--- config.mk ---
export PLATFORM = sky130hd
export DESIGN_NAME = emp_port
export DESIGN_NICKNAME = d
export VERILOG_FILES = /design/src/emp_port.v /design/src/emp_sync.v
export VERILOG_INCLUDE_DIRS = /design/src
export SDC_FILE = /design/constraint.sdc
export NUM_CORES = 1
export LEC_CHECK = 0
export BUFFER_PORTS_ARGS = -buffer_cell sky130_fd_sc_hd__buf_4
export CORE_ASPECT_RATIO = 2
export CORE_MARGIN = 2
export CORE_UTILIZATION = 47
export DETAILED_ROUTE_END_ITERATION = 8
export HOLD_SLACK_MARGIN = 0.03
export PLACE_DENSITY = 0.63
export SLEW_MARGIN = 40
export SYNTH_ARGS = -nofsm -noshare
export SYNTH_HDL_FRONTEND = slang
export SYNTH_SLANG_ARGS = --single-unit
--- constraint.sdc ---
create_clock -name i_clk -period 2.3 [get_ports i_clk]
set_input_delay 0.115 -clock i_clk [delete_from_list [all_inputs] [get_ports i_clk]]
set_output_delay 0.115 -clock i_clk [all_outputs]
set_load 0.05 [all_outputs]
--- src/emp_defs.vh ---
// Constants for the Ethernet PHY-facing port
`ifndef EMP_DEFS_VH
`define EMP_DEFS_VH
// System clock cycles per management clock half period
`define EMP_MDC_HALF      8'h04
// Management frame layout, bits sent most significant first
`define EMP_MDIO_BITS     7'h40
`define EMP_MDIO_LAST     7'h3f
`define EMP_MDIO_TA_IDX   7'h2e
`define EMP_MDIO_DATA_IDX 7'h30
`define EMP_MDIO_PREAMBLE 32'hffffffff
`define EMP_MDIO_START    2'h1
`define EMP_MDIO_OP_WR    2'h1
`define EMP_MDIO_OP_RD    2'h2
`define EMP_MDIO_TA_WR    2'h2
// Reset values
`define EMP_NIBBLE_RST    4'h0
`define EMP_PAIR_RST      2'h0
`define EMP_WORD_RST      16'h0000
// Width of the synchronised input group
`define EMP_SYNC_W        10
`endif

--- src/emp_port.v ---
// Ethernet port PHY-facing logic: management line, MII and RMII data paths
//
// Summary of operation
// - Management data sampled on management clock rising edge
// - Management data line is bidirectional
// - MII transmit data is a 4-bit nibble
// - RMII transmit uses only two low lines
// - MII transmit enable signals activity, clock-synchronous
// - RMII enable spans preamble through last bits
// - Receive nibble meaningful only while valid high
// - RMII receive takes two low lines only
`timescale 1ns/1ps
`include "emp_defs.vh"
module emp_port #(
	parameter [7:0] MDC_HALF = `EMP_MDC_HALF
) (
	// Clock and reset
	input  wire        i_clk,
	input  wire        i_rstn,
	// Mode: high selects RMII
	input  wire        i_rmii_mode,
	// Management command side
	input  wire        i_mgmt_start,
	input  wire        i_mgmt_write,
	input  wire [4:0]  i_mgmt_phy,
	input  wire [4:0]  i_mgmt_reg,
	input  wire [15:0] i_mgmt_wdata,
	output reg         o_mgmt_busy,
	output reg         o_mgmt_done,
	output reg  [15:0] o_mgmt_rdata,
	// Management pins
	output reg         o_phy_mgmt_clock_out,
	input  wire        i_phy_mgmt_data_io,
	output reg         o_phy_mgmt_data_io,
	output reg         o_phy_mgmt_data_io_oe,
	// Transmit user side
	input  wire        i_tx_valid,
	input  wire [3:0]  i_tx_data,
	output reg         o_tx_ready,
	// Transmit pins
	input  wire        i_mii_transmit_clock_in,
	output reg  [3:0]  o_mii_transmit_nibble_out,
	output reg         o_mii_transmit_enable_out,
	output reg  [1:0]  o_rmii_transmit_pair_out,
	output reg         o_rmii_transmit_enable_out,
	// Receive pins
	input  wire        i_mii_receive_clock_in,
	input  wire        i_rmii_reference_clock_in,
	input  wire [3:0]  i_mii_receive_nibble_in,
	input  wire [1:0]  i_rmii_receive_pair_in,
	input  wire        i_mii_receive_valid_in,
	input  wire        i_phy_collision_in,
	input  wire        i_phy_carrier_sense_in,
	// Receive user side
	output reg         o_rx_valid,
	output reg  [3:0]  o_rx_data,
	output reg         o_collision,
	output reg         o_carrier
);
	localparam [1:0] ST_IDLE = 2'b01;
	localparam [1:0] ST_RUN  = 2'b10;

	reg                  mode_q;
	wire [`EMP_SYNC_W-1:0] raw_in;
	wire [`EMP_SYNC_W-1:0] lvl;
	wire                 mdio_f;
	wire                 col_f;
	wire                 crs_f;
	wire                 txclk_f;
	wire                 rxclk_f;
	wire                 dv_f;
	wire [3:0]           rxd_f;
	reg                  txclk_prev_q;
	reg                  rxclk_prev_q;
	wire                 tx_rise;
	wire                 tx_fall;
	wire                 tx_launch;
	wire                 rx_rise;

	reg  [1:0]           state_q;
	reg  [7:0]           div_q;
	reg  [6:0]           bit_q;
	reg  [63:0]          shift_q;
	reg                  wr_q;
	wire                 div_wrap;
	wire [63:0]          frame;

	// Reference clock stands in for both transmit and receive clocks in RMII
	assign raw_in = {
		i_phy_mgmt_data_io,
		i_phy_collision_in,
		i_phy_carrier_sense_in,
		i_rmii_mode ? i_rmii_reference_clock_in : i_mii_transmit_clock_in,
		i_rmii_mode ? i_rmii_reference_clock_in : i_mii_receive_clock_in,
		i_mii_receive_valid_in,
		i_rmii_mode ? {2'b00, i_rmii_receive_pair_in} : i_mii_receive_nibble_in
	};

	// Clocks and data share one depth so they stay aligned
	emp_sync #(
		.WIDTH (`EMP_SYNC_W)
	) u_sync (
		.i_clk   (i_clk),
		.i_rstn  (i_rstn),
		.i_async (raw_in),
		.o_level (lvl)
	);

	assign mdio_f  = lvl[9];
	assign col_f   = lvl[8];
	assign crs_f   = lvl[7];
	assign txclk_f = lvl[6];
	assign rxclk_f = lvl[5];
	assign dv_f    = lvl[4];
	assign rxd_f   = lvl[3:0];

	assign tx_rise = txclk_f & ~txclk_prev_q;
	assign tx_fall = ~txclk_f & txclk_prev_q;
	assign rx_rise = rxclk_f & ~rxclk_prev_q;
	// MII launches on fall, PHY samples on rise
	assign tx_launch = mode_q ? tx_rise : tx_fall;

	always @(posedge i_clk or negedge i_rstn)
	begin
		if (!i_rstn)
		begin
			mode_q       <= 1'b0;
			txclk_prev_q <= 1'b0;
			rxclk_prev_q <= 1'b0;
		end
		else
		begin
			mode_q       <= i_rmii_mode;
			txclk_prev_q <= txclk_f;
			rxclk_prev_q <= rxclk_f;
		end
	end

	// Transmit path
	always @(posedge i_clk or negedge i_rstn)
	begin
		if (!i_rstn)
		begin
			o_tx_ready                 <= 1'b0;
			o_mii_transmit_nibble_out  <= `EMP_NIBBLE_RST;
			o_mii_transmit_enable_out  <= 1'b0;
			o_rmii_transmit_pair_out   <= `EMP_PAIR_RST;
			o_rmii_transmit_enable_out <= 1'b0;
		end
		else
		begin
			o_tx_ready <= tx_launch & i_tx_valid;
			if (tx_launch)
			begin
				if (mode_q)
				begin
					// pair on low lines, upper unused
					o_mii_transmit_nibble_out  <= `EMP_NIBBLE_RST;
					o_mii_transmit_enable_out  <= 1'b0;
					o_rmii_transmit_pair_out   <= i_tx_valid ? i_tx_data[1:0] : `EMP_PAIR_RST;
					// enable held while bits are presented
					o_rmii_transmit_enable_out <= i_tx_valid;
				end
				else
				begin
					o_mii_transmit_nibble_out  <= i_tx_valid ? i_tx_data : `EMP_NIBBLE_RST;
					o_mii_transmit_enable_out  <= i_tx_valid;
					o_rmii_transmit_pair_out   <= `EMP_PAIR_RST;
					o_rmii_transmit_enable_out <= 1'b0;
				end
			end
		end
	end

	// Receive path and line status
	always @(posedge i_clk or negedge i_rstn)
	begin
		if (!i_rstn)
		begin
			o_rx_valid  <= 1'b0;
			o_rx_data   <= `EMP_NIBBLE_RST;
			o_collision <= 1'b0;
			o_carrier   <= 1'b0;
		end
		else
		begin
			o_rx_valid <= rx_rise & dv_f;
			if (rx_rise & dv_f)
				o_rx_data <= rxd_f;
			o_collision <= ~mode_q & col_f;
			// carrier from PHY in MII; from receive valid in RMII
			o_carrier <= mode_q ? dv_f : crs_f;
		end
	end

	// Management frame: preamble, start, op, addresses, turnaround, data
	assign frame = {`EMP_MDIO_PREAMBLE, `EMP_MDIO_START,
		i_mgmt_write ? `EMP_MDIO_OP_WR : `EMP_MDIO_OP_RD,
		i_mgmt_phy, i_mgmt_reg,
		i_mgmt_write ? `EMP_MDIO_TA_WR : 2'b00,
		i_mgmt_write ? i_mgmt_wdata : `EMP_WORD_RST};
	assign div_wrap = (div_q == MDC_HALF - 8'h01);

	always @(posedge i_clk or negedge i_rstn)
	begin
		if (!i_rstn)
		begin
			state_q               <= ST_IDLE;
			div_q                 <= 8'h00;
			bit_q                 <= 7'h00;
			shift_q               <= 64'h0;
			wr_q                  <= 1'b0;
			o_mgmt_busy           <= 1'b0;
			o_mgmt_done           <= 1'b0;
			o_mgmt_rdata          <= `EMP_WORD_RST;
			o_phy_mgmt_clock_out  <= 1'b0;
			o_phy_mgmt_data_io    <= 1'b0;
			o_phy_mgmt_data_io_oe <= 1'b0;
		end
		else
		begin
			o_mgmt_done <= 1'b0;
			case (state_q)
				ST_IDLE:
				begin
					div_q <= 8'h00;
					if (i_mgmt_start)
					begin
						state_q               <= ST_RUN;
						shift_q               <= {frame[62:0], 1'b0};
						wr_q                  <= i_mgmt_write;
						bit_q                 <= 7'h00;
						o_mgmt_busy           <= 1'b1;
						o_phy_mgmt_data_io    <= frame[63];
						// drive the line for the request
						o_phy_mgmt_data_io_oe <= 1'b1;
					end
				end
				ST_RUN:
				begin
					div_q <= div_wrap ? 8'h00 : div_q + 8'h01;
					if (div_wrap & ~o_phy_mgmt_clock_out)
					begin
						o_phy_mgmt_clock_out <= 1'b1;
						// read bits taken at clock rise
						if (~wr_q && bit_q >= `EMP_MDIO_DATA_IDX)
							o_mgmt_rdata <= {o_mgmt_rdata[14:0], mdio_f};
					end
					else if (div_wrap)
					begin
						// Data moves on the fall, so it is settled at the rise
						o_phy_mgmt_clock_out <= 1'b0;
						if (bit_q == `EMP_MDIO_LAST)
						begin
							state_q               <= ST_IDLE;
							o_mgmt_busy           <= 1'b0;
							o_mgmt_done           <= 1'b1;
							o_phy_mgmt_data_io    <= 1'b0;
							o_phy_mgmt_data_io_oe <= 1'b0;
						end
						else
						begin
							bit_q              <= bit_q + 7'h01;
							shift_q            <= {shift_q[62:0], 1'b0};
							o_phy_mgmt_data_io <= shift_q[63];
							// release the line from turnaround on reads
							o_phy_mgmt_data_io_oe <= wr_q |
								(bit_q + 7'h01 < `EMP_MDIO_TA_IDX);
						end
					end
				end
				default:
				begin
					state_q <= ST_IDLE;
				end
			endcase
		end
	end
endmodule

--- src/emp_sync.v ---
// Three-stage input synchroniser with agreement filter
`timescale 1ns/1ps
module emp_sync #(
	parameter WIDTH = 1
) (
	// Clock and reset
	input  wire             i_clk,
	input  wire             i_rstn,
	// Asynchronous inputs
	input  wire [WIDTH-1:0] i_async,
	// Filtered level
	output reg  [WIDTH-1:0] o_level
);
	reg [WIDTH-1:0] s1_q;
	reg [WIDTH-1:0] s2_q;
	reg [WIDTH-1:0] s3_q;
	wire [WIDTH-1:0] level_d;

	// A bit moves only when stages two and three agree
	assign level_d = (s2_q & s3_q) | (o_level & (s2_q ^ s3_q));

	always @(posedge i_clk or negedge i_rstn)
	begin
		if (!i_rstn)
		begin
			s1_q    <= {WIDTH{1'b0}};
			s2_q    <= {WIDTH{1'b0}};
			s3_q    <= {WIDTH{1'b0}};
			o_level <= {WIDTH{1'b0}};
		end
		else
		begin
			s1_q    <= i_async;
			s2_q    <= s1_q;
			s3_q    <= s2_q;
			o_level <= level_d;
		end
	end
endmodule
==> reports/metrics.yaml <==
yosys:
  synth_cell_types: 53
  number_of_storage_elements_in_the_synthesis_netlist: 161
  number_of_enable_flip_flop_cells_after_synthesis: 0
  synth_top_family_by_area: "compound AO/OA/AOI/OAI gates"
  synth_simple_gate_area_share: 0.110
  netlist_instances: 533
  synth_compound_gate_area_share: 0.164
  syn-num-nets: 597
  synth_fa_ha_area_frac: 0.0286
  synth_seq_area_share: 0.615
  multiplexer_fraction_of_the_synthesized_cell_area: 0.0485
  post_synth.cell_area_avg_um2: 12.3
  mappedNetlistArea_mm2: 0.00655
  synth.yosys.warnings: 0
  xor_xnor_share_of_the_synthesized_area: 0.00668
  synth-main-ff-cell: "sky130_fd_sc_hd__dfrtp_1"
  ys_async_sr_fraction: 1.00
cts:
  clk_pin_slew_ns: 0.06
  cts_htree_levels: 4
  tritoncts: "done"
  cts_max_path_buffers: 2
  tritoncts_num_sinks: 161
  cts-root-buf: "sky130_fd_sc_hd__clkbuf_16"
  clk-insertion-delay-late_ns: 0.42
  tritoncts_buffers: 17
route:
  drt_first_pass_iters: 5
  postRouteWirelength_um: 12400
  via_count: 4502
  drcViolationCount: 0
  post_drt_via_cell_ratio: 5.38
  drtIter0Drc: 218
  route.antenna.remaining_nets: 0
  wl_per_cell_um: 14.9
placed_design:
  total_half_perimeter_wirelength_after_legalization_and_detailed_placement_um: 7960
  placed_cells: 768
  gp_routability_congestion: 0.793
  placement.io_buffers: 85
sta:
  unrepaired_setup_endpoints_after_global_routing: "no"
  layout_worst_path_cycle_share: 0.941
  fmax_mhz: 462
  relSlewSlack: 0.652
  finalHoldViolations: 0
  fin_worst_skew_ns: 0.00961
  hold-worst-slack_ns: 0.0663
  report.final.setup_viol: 0
  worst_pin_slew_ns: 0.515
  report.final.slew_viol_count: 0
  final_period_minus_worst_setup_slack_ns: 2.16
  timing.setup.tns_ns: 0
cells_and_area:
  design.final.nets: 731
  syn_to_final_growth_pct: 30.0
  final_cells: 837
  number_of_antenna_repair_diodes: 0
  drive_above_1_share: 0.271
die:
  chipWidth_um: 87.5
  die_area_mm2: 0.0150
  floorplan.io_pins: 86
  placement_rows: 61
  fp.dieH_um: 171
  core_area_mm2: 0.0137
  initial_core_util: 0.477
grt:
  globalRouteOverflowTotal: 0
  grt_start_max_net_pins: 55
  number_of_global_route_vias_before_repair: 4438
  antenna_found_initial: 0
  grt_pass1_wl_um: 20700
  grtUsageTotal: 0.175
min_path:
  hp-class: "in -> reg"
power_and_ir_drop:
  power.total_uw: 6810
  vdd_ir_drop_max_mv: 0.484
  cellPowerDensity_mw_per_mm2: 799
  total_leakage_power_uw: 0.00409
setup_path:
  critical_path.max_fanout: 10
  cp-start-kind: "register"
  worst-setup-path-type: "reg -> reg"
  worstPathRequired_ns: 2.65
  timing.critical_path.arrival_ns: 2.52
  timing.critical_path.to_type: "register"
status:
  outcome: "completed"
run:
  drv_cap: 0
logic make-up (layout without fill, tap and decap cells):
group | after synthesis | after routing
flip-flops | 161 | 161
AO/OA/AOI/OAI | 144 | 144
AND/OR/NAND/NOR | 142 | 142
buffers and inverters | 41 | 188
multiplexers | 25 | 25
adder cells (fa/ha/maj) | 15 | 15
XOR/XNOR | 5 | 5
power by group:
group          total, uW  internal (uW)  switching, uW
logic                718            284            434
registers           3050           2960           83.2
clock network       3040           1860           1190
state kept, by name, indices dropped and copies added (netlist names), 2 cells and up:
| signal | flops |
|---|---|
| o_mgmt_rdata | 16 |
| u_sync.o_level | 10 |
| u_sync.s1_q | 10 |
| bit_q | 7 |
| o_rmii_transmit_pair_out | 2 |
| div_q | 8 |
| u_sync.s3_q | 10 |
| o_rx_data | 4 |
| shift_q | 63 |
| u_sync.s2_q | 10 |
| state_q | 2 |
| o_mii_transmit_nibble_out | 4 |
per-stage QoR:
step	setup WS, ns	area (um^2)	util
final	0.136	8510	0.620
after global routing	0.00422	8510	0.620
after CTS	0.0931	8510	0.619
after detailed placement	0.113	7490	0.545
after global placement	0.181	7490	0.545
after floorplan	0.0885	6550	-
critical path: stages, from the launching register on:
cell,delay (ns)
sky130_fd_sc_hd__dfrtp_1,0.40
sky130_fd_sc_hd__ha_2,0.24
sky130_fd_sc_hd__or4b_4,0.49
sky130_fd_sc_hd__nor4_4,0.28
sky130_fd_sc_hd__nand3_2,0.15
sky130_fd_sc_hd__a21oi_4,0.30
sky130_fd_sc_hd__o221a_2,0.25
final timing paths:
path / from / to / slack (ns) / cells after the start
min: i_mgmt_start / state_q[1]$_DFFE_PN0P_ / 0.07 / 3
max: div_q[0]$_DFFE_PN0P_ / shift_q[28]$_DFFE_PN0P_ / 0.14 / 6
min in group asynchronous: i_rstn / o_tx_ready$_DFF_PN0_ / 0.22 / 2
min reg2reg: u_sync.s1_q[5]$_DFF_PN0_ / u_sync.s2_q[5]$_DFF_PN0_ / 0.35 / 0
max in group asynchronous: i_rstn / o_mgmt_rdata[15]$_DFFE_PN0P_ / 1.39 / 3
max reg2reg: div_q[0]$_DFFE_PN0P_ / shift_q[28]$_DFFE_PN0P_ / 0.14 / 6
layer usage:
metal,up-vias,GRT usage,wire length [um]
met1,2206,0.230,5770
met5,-,0,0
li1,2203,-,-
met4,0,0.0763,201
met3,11,0.0405,413
met2,82,0.273,6050
layout make-up:
cell class / count / area [um^2]
repair buffers: 145 / 1230
clock inverters: 15 / 220
flip-flops and latches: 161 / 4030
clock buffers: 17 / 425
well taps: 157 / 196
fillers: 1093 / 5220
inverters: 11 / 41.3
multi-input cells: 331 / 2370
what timing repair did:
item / in CTS / in global routing
endpoints found under the hold margin: 85 / 0
hold buffers: 37 / 0
endpoints found under the setup margin: 0 / 15
resized for setup: 0 / 2
setup buffers: 0 / 0
cell usage after synthesis, drive strengths merged (4+ instances only):
cell,count,area (um^2)
nand3,9,50.1
a21o,12,90.1
buf,7,47.5
ha,15,188
nor2,53,199
nand2,32,128
nand3b,11,82.6
o21ai,28,140
xnor2,4,35.0
o22a,32,280
inv,11,41.3
nor2b,10,62.6
dfrtp,160,4000
a211oi,4,30.0
o221a,10,113
nand2b,6,37.5
a221oi,15,131
mux2,24,308
clkbuf,23,86.3
nor3,5,25.0
a21oi,22,121
placed cells by master, fill, tap and decap left out, types with 15 or more instances in the layout:
cell type | netlist | final
sky130_fd_sc_hd__dfrtp_1 | 160 | 160
sky130_fd_sc_hd__buf_4 | 0 | 103
sky130_fd_sc_hd__nor2_1 | 53 | 53
sky130_fd_sc_hd__dlygate4sd3_1 | 0 | 37
sky130_fd_sc_hd__o22a_1 | 32 | 32
sky130_fd_sc_hd__nand2_1 | 31 | 31
sky130_fd_sc_hd__o21ai_0 | 28 | 28
sky130_fd_sc_hd__a21oi_1 | 21 | 21
sky130_fd_sc_hd__clkbuf_16 | 0 | 17
sky130_fd_sc_hd__a221oi_1 | 15 | 15
(Power assumes the default switching activity.)
